**config.mk**
```make
export PLATFORM = sky130hd
export DESIGN_NAME = tcs_trace_cmp
export DESIGN_NICKNAME = d
export VERILOG_FILES = /design/src/design/tcs_pkg.sv /design/src/design/tcs_fifo.sv /design/src/design/tcs_trace_cmp.sv
export SDC_FILE = /design/constraint.sdc
export NUM_CORES = 2
export LEC_CHECK = 0
export BUFFER_PORTS_ARGS = -buffer_cell sky130_fd_sc_hd__buf_2
export CAP_MARGIN = 30
export CORE_ASPECT_RATIO = 2
export CORE_UTILIZATION = 45
export DETAILED_ROUTE_END_ITERATION = 10
export GPL_ROUTABILITY_DRIVEN = 0
export PLACE_DENSITY = 0.69
export SLEW_MARGIN = 15
export SYNTH_ARGS = -nofsm -noshare
export SYNTH_HDL_FRONTEND = slang
export SYNTH_SLANG_ARGS = --single-unit
```
**constraint.sdc**
```tcl
create_clock -name clk -period 9.4 [get_ports clk]
set_input_delay 0.94 -clock clk [delete_from_list [all_inputs] [get_ports clk]]
set_output_delay 0.94 -clock clk [all_outputs]
set_load 0.02 [all_outputs]
```
**src/design/tcs_pkg.sv**
```systemverilog
package tcs_pkg;

  // ****************************************************************
  // Register map (APB byte addresses)
  // ****************************************************************
  localparam logic [7:0] OFS_CTRL = 8'h00;   // Trace mode, 32-bit comparator enable
  localparam logic [7:0] OFS_ADDR_VAL = 8'h04;
  localparam logic [7:0] OFS_ADDR_MSK = 8'h08;
  localparam logic [7:0] OFS_DATA1 = 8'h0c;  // 32-bit write when wide comparators on outside base mode
  localparam logic [7:0] OFS_DATA2 = 8'h10;
  localparam logic [7:0] OFS_DMSK = 8'h14;   // Data don't-care mask, upper word
  localparam logic [7:0] OFS_PROBE = 8'h18;  // Logic-probe value [15:0], mask [31:16]
  localparam logic [7:0] OFS_STAT1 = 8'h1c;  // Status value [14:0], mask [30:16]
  localparam logic [7:0] OFS_STAT2 = 8'h20;
  localparam logic [7:0] OFS_COND = 8'h24;   // AND-select of matches
  localparam logic [7:0] OFS_STATUS = 8'h28; // Error sticky, break, matches
  localparam logic [7:0] OFS_TRACE = 8'h2c;  // Read pops one trace word

  // ****************************************************************
  // Field positions and reset values
  // ****************************************************************
  localparam int CTRL_WIDE_BIT = 2;
  localparam logic [1:0] MODE_BASE = 2'h0;
  localparam logic [1:0] MODE_WIDE_DATA = 2'h1;
  localparam logic [1:0] MODE_FULL_ADDR = 2'h2;
  localparam logic [1:0] RST_MODE = 2'h2;
  localparam int COND_ADDR = 0;
  localparam int COND_DATA1 = 1;
  localparam int COND_DATA2 = 2;
  localparam int COND_STAT1 = 3;
  localparam int COND_STAT2 = 4;
  localparam int COND_PROBE = 5;
  localparam int COND_BREAK = 6;             // Status write bit that clears the break
  localparam int STAT_HI_LSB = 7;            // Status bits 14:7 hold address 31:24
  localparam int TRACE_WORDS = 4;            // Words popped per traced cycle

  // ****************************************************************
  // Carriers
  // ****************************************************************
  typedef struct packed {
    logic [31:0] addr;
    logic [31:0] data;
    logic [15:0] probe;
    logic interrupt_pending;
    logic autovector;
    logic [2:0] interrupt_level_lines;
    logic bus_error_flag;
    logic access_violation;
    logic [2:0] func_code;
    logic user_system_cycle;
    logic read_cycle;
    logic single_octet_size;
    logic op_cycle_start;
    logic sized_transfer_ack_high;
    logic sized_transfer_ack_low;
    logic transfer_size_bit_high;
    logic transfer_size_bit_low;
    logic strobe;
  } tcs_bus_t;

  typedef struct packed {
    logic [23:0] addr;
    logic [15:0] data;
    logic [14:0] status;
    logic [15:0] probe;
    logic [4:0] extra;
  } tcs_rec_t;

  localparam int REC_W = $bits(tcs_rec_t);

endpackage : tcs_pkg

```
**src/design/tcs_fifo.sv**
```systemverilog
`timescale 1ns/1ps
`default_nettype none
module tcs_fifo #(
  parameter int WIDTH = 76,
  parameter int DEPTH = 32
) (
  // Clock and reset
  input wire logic clk,
  input wire logic sys_rst,
  // Fill side
  input wire logic in_valid,
  output logic in_ready,
  input wire logic [WIDTH-1:0] in_data,
  // Drain side
  output logic out_valid,
  input wire logic out_ready,
  output logic [WIDTH-1:0] out_data
);
  localparam int AW = $clog2(DEPTH);

  initial
  begin
    if (DEPTH < 2 || (1 << AW) != DEPTH || WIDTH < 1)
      $error("tcs_fifo: depth must be a power of two above one");
  end

  logic [WIDTH-1:0] mem_ff [DEPTH];     // Flip-flop storage
  logic [AW:0] wr_ff;
  logic [AW:0] rd_ff;
  logic push;
  logic pop;

  assign in_ready = (wr_ff - rd_ff) != (AW+1)'(DEPTH);
  assign out_valid = wr_ff != rd_ff;
  assign out_data = mem_ff[rd_ff[AW-1:0]];
  assign push = in_valid && in_ready;
  assign pop = out_valid && out_ready;

  // Storage write
  always_ff @(posedge clk)
  begin
    if (push)
      mem_ff[wr_ff[AW-1:0]] <= in_data;
  end

  // Pointers
  always_ff @(posedge clk)
  begin
    if (sys_rst)
    begin
      wr_ff <= '0;
      rd_ff <= '0;
    end
    else
    begin
      if (push)
        wr_ff <= wr_ff + 1'b1;
      if (pop)
        rd_ff <= rd_ff + 1'b1;
    end
  end
endmodule : tcs_fifo
`default_nettype wire

```
**src/design/tcs_trace_cmp.sv**
```systemverilog
`timescale 1ns/1ps
`default_nettype none
module tcs_trace_cmp
  import tcs_pkg::*;
#(
  parameter int FIFO_DEPTH = 32
) (
  // Clock and reset
  input wire logic clk,
  input wire logic sys_rst,
  // APB slave
  input wire logic psel,
  input wire logic penable,
  input wire logic pwrite,
  input wire logic [7:0] paddr,
  input wire logic [31:0] pwdata,
  output logic [31:0] prdata,
  output logic pready,
  output logic pslverr,
  // Target bus, asynchronous pins
  input wire tcs_bus_t target_bus,
  // Break action
  output logic break_action
);

  initial
  begin
    if (FIFO_DEPTH != 32)
      $error("tcs_trace_cmp: trace buffer depth must be 32");
  end

  // ****************************************************************
  // Pin synchroniser and cycle strobe
  // ****************************************************************
  tcs_bus_t sync1_ff;   // First stage, read only by second stage
  tcs_bus_t sync2_ff;
  tcs_bus_t bus;        // Sampled cycle
  logic strobe_d_ff;
  logic cyc;            // One pulse per traced target cycle

  // Two stages on every pin
  always_ff @(posedge clk)
  begin
    if (sys_rst)
    begin
      sync1_ff <= '0;
      sync2_ff <= '0;
    end
    else
    begin
      sync1_ff <= target_bus;
      sync2_ff <= sync1_ff;
    end
  end

  // Hold strobe history for edge detect
  always_ff @(posedge clk)
  begin
    if (sys_rst)
      strobe_d_ff <= 1'b0;
    else
      strobe_d_ff <= sync2_ff.strobe;
  end

  assign bus = sync2_ff;
  assign cyc = sync2_ff.strobe && !strobe_d_ff;

  // ****************************************************************
  // Control registers
  // ****************************************************************
  logic [1:0] mode_ff;          // Trace mode
  logic wide_ff;                // 32-bit comparators enabled
  logic [23:0] addr_val_ff;
  logic [23:0] addr_msk_ff;     // Set bit means don't care
  logic [15:0] data1_ff;        // Upper data word, first comparator
  logic [15:0] data2_ff;
  logic [15:0] dmsk_ff;
  logic [15:0] probe_val_ff;    // Shared low word in wide modes
  logic [15:0] probe_msk_ff;
  logic [14:0] stat1_ff;
  logic [14:0] stat1_msk_ff;
  logic [14:0] stat2_ff;
  logic [14:0] stat2_msk_ff;
  logic [5:0] cond_ff;          // AND-select of matches
  logic err_ff;                 // Sticky refused-command flag
  logic wr_en;
  logic rd_en;
  logic probe_locked;           // Probe comparator owned by data path
  logic addr_in_stat;           // Status high bits hold address
  logic bad_cond;

  assign wr_en = psel && penable && pwrite;
  assign rd_en = psel && penable && !pwrite;
  // Wide comparators only reshape things outside base mode (modes 1 to 3)
  assign probe_locked = wide_ff && (mode_ff != MODE_BASE);
  assign addr_in_stat = wide_ff && (mode_ff == MODE_FULL_ADDR);
  assign bad_cond = probe_locked && pwdata[COND_PROBE];

  // Masked compare, reused by every comparator
  function automatic logic hit16(input logic [15:0] v, input logic [15:0] r,
                                 input logic [15:0] m);
    hit16 = ((v ^ r) & ~m) == 16'h0000;
  endfunction : hit16

  // Comparator value registers; also the mode and enable bits
  always_ff @(posedge clk)
  begin
    if (sys_rst)
    begin
      mode_ff <= RST_MODE;
      wide_ff <= 1'b0;
      addr_val_ff <= '0;
      addr_msk_ff <= '1;
      data1_ff <= '0;
      data2_ff <= '0;
      dmsk_ff <= '1;
      probe_val_ff <= '0;
      probe_msk_ff <= '1;
      stat1_ff <= '0;
      stat1_msk_ff <= '1;
      stat2_ff <= '0;
      stat2_msk_ff <= '1;
      cond_ff <= '0;
    end
    else if (wr_en)
    begin
      unique case (paddr)
        OFS_CTRL:
        begin
          mode_ff <= pwdata[1:0];
          wide_ff <= pwdata[CTRL_WIDE_BIT];
        end
        OFS_ADDR_VAL:
        begin
          addr_val_ff <= pwdata[23:0];
          // High byte lands in status bits 14:7 in wide full-address use
          if (addr_in_stat)
          begin
            stat1_ff[14:STAT_HI_LSB] <= pwdata[31:24];
            stat1_msk_ff[14:STAT_HI_LSB] <= 8'h00;
          end
        end
        OFS_ADDR_MSK:
          addr_msk_ff <= pwdata[23:0];
        OFS_DATA1, OFS_DATA2:
        begin
          if (paddr == OFS_DATA1)
            data1_ff <= probe_locked ? pwdata[31:16] : pwdata[15:0];
          else
            data2_ff <= probe_locked ? pwdata[31:16] : pwdata[15:0];
          // Lower half goes to the shared probe comparator
          if (probe_locked)
          begin
            probe_val_ff <= pwdata[15:0];
            probe_msk_ff <= dmsk_ff;
          end
        end
        OFS_DMSK:
          dmsk_ff <= pwdata[15:0];
        OFS_PROBE:
        begin
          // Direct stores refused while wide comparators own it
          if (!probe_locked)
          begin
            probe_val_ff <= pwdata[15:0];
            probe_msk_ff <= pwdata[31:16];
          end
        end
        OFS_STAT1:
        begin
          // Plain store, so address byte is overwritten too
          stat1_ff <= pwdata[14:0];
          stat1_msk_ff <= pwdata[30:16];
        end
        OFS_STAT2:
        begin
          stat2_ff <= pwdata[14:0];
          stat2_msk_ff <= pwdata[30:16];
        end
        OFS_COND:
        begin
          if (!bad_cond)
            cond_ff <= pwdata[5:0];
        end
        default:
        begin
          // Unmapped or read-only, nothing stored
        end
      endcase
    end
  end

  // ****************************************************************
  // Capture mapping
  // ****************************************************************
  logic [14:0] cap_status;
  logic [15:0] cap_probe;
  tcs_rec_t rec;

  // Status slice per mode
  always_comb
  begin
    cap_status[6:4] = bus.func_code;
    cap_status[3] = 1'b0;
    cap_status[2] = bus.user_system_cycle;
    cap_status[1] = bus.read_cycle;
    cap_status[0] = bus.single_octet_size;
    if (mode_ff == MODE_FULL_ADDR)
      // Interrupt, fault and autovector inputs are dropped here
      cap_status[14:7] = bus.addr[31:24];
    else
    begin
      cap_status[14] = bus.interrupt_pending;
      cap_status[13] = bus.autovector;
      cap_status[12] = break_action;
      cap_status[11:9] = bus.interrupt_level_lines;
      cap_status[8] = bus.bus_error_flag;
      cap_status[7] = bus.access_violation;
    end
  end

  // Probe slice: external probe only in base mode
  assign cap_probe = (mode_ff == MODE_BASE) ? bus.probe : bus.data[15:0];

  always_comb
  begin
    rec.addr = bus.addr[23:0];
    rec.data = bus.data[31:16];
    rec.status = cap_status;
    rec.probe = cap_probe;
    rec.extra = {bus.op_cycle_start, bus.sized_transfer_ack_high,
                 bus.sized_transfer_ack_low, bus.transfer_size_bit_high,
                 bus.transfer_size_bit_low};
  end

  // ****************************************************************
  // Comparators and break
  // ****************************************************************
  logic m_addr;
  logic m_data1;
  logic m_data2;
  logic m_stat1;
  logic m_stat2;
  logic m_probe;
  logic [5:0] hits;
  logic [5:0] eff_cond;
  logic cond_true;
  logic [5:0] hits_ff;          // Last cycle's matches, for software
  logic break_ff;

  assign m_addr = hit16(rec.addr[15:0], addr_val_ff[15:0], addr_msk_ff[15:0])
               && hit16({8'h00, rec.addr[23:16]}, {8'h00, addr_val_ff[23:16]},
                        {8'hff, addr_msk_ff[23:16]});
  assign m_probe = hit16(rec.probe, probe_val_ff, probe_msk_ff);
  // Wide data matches need the shared low word as well
  assign m_data1 = hit16(rec.data, data1_ff, dmsk_ff) && (!probe_locked || m_probe);
  assign m_data2 = hit16(rec.data, data2_ff, dmsk_ff) && (!probe_locked || m_probe);
  // Status compare encodes as traced; software keeps one per category
  assign m_stat1 = hit16({1'b0, rec.status}, {1'b0, stat1_ff}, {1'b1, stat1_msk_ff});
  assign m_stat2 = hit16({1'b0, rec.status}, {1'b0, stat2_ff}, {1'b1, stat2_msk_ff});
  assign hits = {m_probe, m_stat2, m_stat1, m_data2, m_data1, m_addr};

  // Address high byte pulled in automatically in wide full-address use
  assign eff_cond = cond_ff | (addr_in_stat && cond_ff[COND_ADDR] ? 6'h08 : 6'h00);
  assign cond_true = (cond_ff != 6'h00) && ((hits & eff_cond) == eff_cond);

  // Break asserted the cycle after the matching cycle is seen
  always_ff @(posedge clk)
  begin
    if (sys_rst)
      break_ff <= 1'b0;
    else if (cyc && cond_true)
      break_ff <= 1'b1;
    else if (wr_en && paddr == OFS_STATUS && pwdata[COND_BREAK])
      break_ff <= 1'b0;
  end

  always_ff @(posedge clk)
  begin
    if (sys_rst)
      hits_ff <= '0;
    else if (cyc)
      hits_ff <= hits;
  end

  assign break_action = break_ff;

  // Refused writes set a sticky error, which wins over clearing
  always_ff @(posedge clk)
  begin
    if (sys_rst)
      err_ff <= 1'b0;
    else if (wr_en && ((paddr == OFS_PROBE && probe_locked)
                       || (paddr == OFS_COND && bad_cond)))
      err_ff <= 1'b1;
    else if (wr_en && paddr == OFS_STATUS && pwdata[0])
      err_ff <= 1'b0;
  end

  // ****************************************************************
  // Trace buffer
  // ****************************************************************
  logic fifo_ready;
  logic fifo_valid;
  tcs_rec_t fifo_out;
  logic [1:0] word_ff;          // Which word of the record is read next
  logic pop;
  logic overrun_ff;             // Cycle lost while buffer full

  // Reading the last word of a record frees it
  assign pop = rd_en && paddr == OFS_TRACE && fifo_valid && word_ff == 2'(TRACE_WORDS - 1);

  tcs_fifo #(
    .WIDTH(REC_W),
    .DEPTH(FIFO_DEPTH)
  ) u_fifo (
    .clk(clk),
    .sys_rst(sys_rst),
    .in_valid(cyc),
    .in_ready(fifo_ready),
    .in_data(rec),
    .out_valid(fifo_valid),
    .out_ready(pop),
    .out_data(fifo_out)
  );

  always_ff @(posedge clk)
  begin
    if (sys_rst)
      word_ff <= '0;
    else if (rd_en && paddr == OFS_TRACE && fifo_valid)
      word_ff <= word_ff + 2'd1;
  end

  // Back-pressure is visible as a sticky overrun bit
  always_ff @(posedge clk)
  begin
    if (sys_rst)
      overrun_ff <= 1'b0;
    else if (cyc && !fifo_ready)
      overrun_ff <= 1'b1;
    else if (wr_en && paddr == OFS_STATUS && pwdata[1])
      overrun_ff <= 1'b0;
  end

  // ****************************************************************
  // APB read path; one access cycle, answered from flip-flops
  // ****************************************************************
  logic [31:0] nxt_rdata;
  logic nxt_err;

  always_comb
  begin
    nxt_err = 1'b0;
    unique case (paddr)
      OFS_CTRL: nxt_rdata = {29'h0, wide_ff, mode_ff};
      OFS_ADDR_VAL: nxt_rdata = {8'h00, addr_val_ff};
      OFS_ADDR_MSK: nxt_rdata = {8'h00, addr_msk_ff};
      OFS_DATA1: nxt_rdata = {data1_ff, probe_val_ff};
      OFS_DATA2: nxt_rdata = {data2_ff, probe_val_ff};
      OFS_DMSK: nxt_rdata = {16'h0000, dmsk_ff};
      OFS_PROBE: nxt_rdata = {probe_msk_ff, probe_val_ff};
      OFS_STAT1: nxt_rdata = {1'b0, stat1_msk_ff, 1'b0, stat1_ff};
      OFS_STAT2: nxt_rdata = {1'b0, stat2_msk_ff, 1'b0, stat2_ff};
      OFS_COND: nxt_rdata = {26'h0, cond_ff};
      OFS_STATUS: nxt_rdata = {19'h0, hits_ff, break_ff, fifo_valid,
                               3'h0, overrun_ff, err_ff} & 32'h0000_3fe3;
      OFS_TRACE:
      begin
        unique case (word_ff)
          2'd0: nxt_rdata = {8'h00, fifo_out.addr};
          2'd1: nxt_rdata = {fifo_out.probe, fifo_out.data};
          2'd2: nxt_rdata = {12'h000, fifo_out.extra, fifo_out.status};
          default: nxt_rdata = {31'h0, fifo_valid};
        endcase
      end
      default:
      begin
        nxt_rdata = 32'h0000_0000;
        nxt_err = 1'b1;
      end
    endcase
  end

  // Ready in the first cycle of access phase
  always_ff @(posedge clk)
  begin
    if (sys_rst)
    begin
      pready <= 1'b0;
      prdata <= '0;
      pslverr <= 1'b0;
    end
    else
    begin
      pready <= psel && !penable;
      prdata <= nxt_rdata;
      pslverr <= psel && !penable && (nxt_err || (pwrite && paddr == OFS_PROBE
                 && probe_locked) || (pwrite && paddr == OFS_COND && bad_cond));
    end
  end

endmodule : tcs_trace_cmp
`default_nettype wire

```
==> results.py <==
metrics = {
    "die": {
        "core_um2": 241000,
        "rows": 255,
        "io_pins": 179,
        "start_util_pct": 45.3,
        "die_area_um2": 244000,
        "die_h_um": 698,
        "die_w_um": 350,
    },
    "timing": {
        "finalHoldViolCount": 0,
        "rsz0062_at_grt": "no",
        "slew_headroom_pct": 29.9,
        "skew_ns": 0.0925,
        "final_max_slew_viol_count": 0,
        "period_minus_slack_ns": 5.47,
        "fin_ws_ns": 3.93,
        "fin_crit_sh_pct": 58.2,
        "max_freq_mhz": 183,
        "finalSetupViolations": 0,
        "fin_setup_tns_ns": 0,
        "tightest_slew_ns": 1.05,
    },
    "place": {
        "io_buffers": 178,
        "hpwl_mm": 200,
        "dp_worst_setup_slack_ns": 4.19,
        "placed_cell_area_um2": 115000,
    },
    "worst_hold_path": {
        "holdCritPathClass": "in -> reg",
    },
    "finish": {
        "nets": 6068,
        "layout-drive-gt1-share_pct": 25.6,
        "nFillCells": 18700,
        "fin_area_um2": 123000,
        "syn2layout_area_growth_pct": 12.9,
    },
    "drt": {
        "wl_per_cell_um": 34.8,
        "wirelength_mm": 324,
        "vias_per_cell": 6.23,
        "vias": 58100,
        "first_pass_iters": 9,
        "drtIter0Drc": 8221,
        "drc": 0,
        "antenna_left": 0,
    },
    "global_routing": {
        "track_usage_pct": 26.5,
        "overflow": 0,
        "grt_max_degree": 121,
        "first_global_vias": 58400,
        "grt_pass1_wl_mm": 450,
        "antenna_found_initial": 19,
    },
    "clocking": {
        "cts-resized-gates": 0,
        "clkTransAtPathRegs_ns": 0.07,
        "numClockSinks": 2858,
        "post_cts_buffers": 0,
        "hold_buffers": 0,
        "htree_levels": 4,
        "cts_tree": "done",
        "clkLatencyLatePin_ns": 0.94,
        "cts_root_buf": "clkbuf_16",
        "clk_path_buf_depth": 4,
        "cts_buffers": 239,
    },
    "yosys": {
        "synth_seq_cells": 2858,
        "syn-instance-count": 5610,
        "netlist_area_um2": 109000,
        "synthArstFlopShare_pct": 0,
        "ys.flop_type": "edfxtp_1",
        "ys_types": 60,
        "avgSynthCellArea_um2": 19.4,
        "synth-edff-count": 2400,
        "synth_seq_area_share_pct": 74.5,
        "yosys_warnings": 0,
        "synth_nets": 5768,
    },
    "critical_path": {
        "critPathSlowestCell": "buf_4",
        "crit_chain": "inv_1 > ha_1 > nor2b_1 > o21a_1 > o21a_1 > o211ai_1 > a221oi_1 > nor2_1 > nand2_1 > nor2_4 > buf_4 > buf_4",
        "worstSetupEndpointType": "register",
        "critPathBufInv": 3,
        "crit_path_start_kind": "register",
        "path_delay_family": "simple AND/OR/NAND/NOR gates",
        "worstSetupPathType": "reg -> reg",
        "arrival_ns": 5.95,
        "crit_path_max_incr_delay_ns": 0.81,
        "r2r_slack_ns": 3.93,
        "crit_required_ns": 9.88,
        "crit_path_max_fanout": 34,
    },
    "power": {
        "ir_worst_vdd_uv": 152,
        "p_per_area_nw_per_um2": 198,
        "leakagePower_nw": 38.9,
        "p_total_mw": 24.4,
    },
    "outcome": {
        "status": "completed",
    },
    "run": {
        "drv_cap": 0,
    },
}
-- power by group --
part / total (mW) / leakage [nW] / internal, mW / switching [mW]
combinational: 0.389 / 9.17 / 0.106 / 0.283
sequential: 13.8 / 25.9 / 13.7 / 0.0539
clock: 10.3 / 3.85 / 5.63 / 4.62
-- final timing paths --
path,end,cells after the start,from
max,u_fifo.mem_ff[5][69],12,u_fifo.rd_ff[1]
min,sync1_ff[0],2,target_bus[0]
max reg2reg,u_fifo.mem_ff[5][69],12,u_fifo.rd_ff[1]
min reg2reg,bus[63],1,sync1_ff[63]
-- state kept, by name, summed over array words and instances (netlist names), 24 cells and up, named ones only --
| signal | cells |
|---|---|
| u_fifo.mem_ff | 2400 |
| bus | 99 |
| sync1_ff | 99 |
| prdata | 32 |
| addr_msk_ff | 24 |
| addr_val_ff | 24 |
-- placed cells by master, fill, tap and decap left out, types with 14 or more instances in the layout --
cell type,synthesis,routed
edfxtp_1,2400,2400
mux4_2,701,701
dfxtp_1,458,437
nand2_1,430,430
clkbuf_16,0,245
nor2b_1,222,219
buf_2,82,178
buf_4,11,160
nor2_1,168,130
mux2i_1,121,117
a21oi_1,114,114
xnor2_1,80,80
a22oi_1,78,78
nand3b_1,65,65
o22ai_1,53,53
a211oi_1,49,49
clkinv_1,0,40
nor2_4,0,34
clkinv_2,0,33
nand3_1,33,32
a222oi_1,29,29
clkbuf_1,186,28
mux2_2,27,27
bufinv_16,0,27
xor2_1,20,20
inv_1,20,19
a221oi_1,17,17
a211o_1,17,17
clkbuf_8,0,17
clkinvlp_4,0,17
dfxtp_2,0,16
buf_12,0,16
buf_16,0,15
ha_1,14,14
-- worst register-to-register path: stages, from the launching register on --
cell and delay (ns):
dfxtp_1 0.38, inv_1 0.07, ha_1 0.30, nor2b_1 0.15, o21a_1 0.19, o21a_1 0.19
o211ai_1 0.22, a221oi_1 0.22, nor2_1 0.37, nand2_1 0.61, nor2_4 0.64, buf_4 0.82
buf_4 0.81
-- metrics by stage --
stage | hold WS (ns) | util [%] | cells
floorplan | 0.414 | - | 5610
global placement | 0.423 | 47.5 | 8845
detailed placement | 0.421 | 47.7 | 8867
CTS | 0.179 | 51.0 | 9298
global route | 0.213 | 51.1 | 9313
finish | 0.212 | 51.1 | 9322
-- area by class of cell --
class	instances	area (um^2)	area share, %
timing repair buffer	380	2990	2.43
inverter	20	82.6	0.0671
antenna	10	25.0	0.0203
clock buffer	289	6440	5.24
multi-input combinational	2411	26700	21.7
clock inverter	142	1490	1.21
tap	3212	4020	3.27
sequential	2858	81300	66.1
-- layer usage --
metal  vias up  track usage [%]  wire length (um)
li1      23100                -                 -
met1     30100             30.3            105000
met3       973             5.04             30100
met2      3796             44.9            162000
met5         -                0                71
met4        10             18.3             27100
-- cells by family (layout without fill, tap and decap cells) --
group	count (synthesis)	count (layout)	synth area share, %
AOI/OAI and AO/OA	450	450	2.89
and+or+nand+nor	991	991	4.35
other	0	10	0
buffers and inverters	341	831	1.32
muxes	856	856	16.0
xor gates and xnor gates	100	100	0.803
DFF	2858	2858	74.5
adders and majority gates	14	14	0.161
-- synthesized netlist by cell type, types with 29 or more instances --
cell type	instances	share of area [%]
edfxtp_1	2400	66
mux4_2	701	14
dfxtp_1	458	8.4
nand2_1	430	1.5
nor2b_1	222	1.3
clkbuf_1	186	0.64
nor2_1	168	0.58
mux2i_1	121	1.1
a21oi_1	114	0.52
buf_2	82	0.38
xnor2_1	80	0.64
a22oi_1	78	0.54
nand3b_1	65	0.45
o22ai_1	53	0.30
a211oi_1	49	0.34
buf_1	39	0.13
nand3_1	33	0.15
a222oi_1	29	0.27
Note: power is estimated with default switching activity, not from simulation.
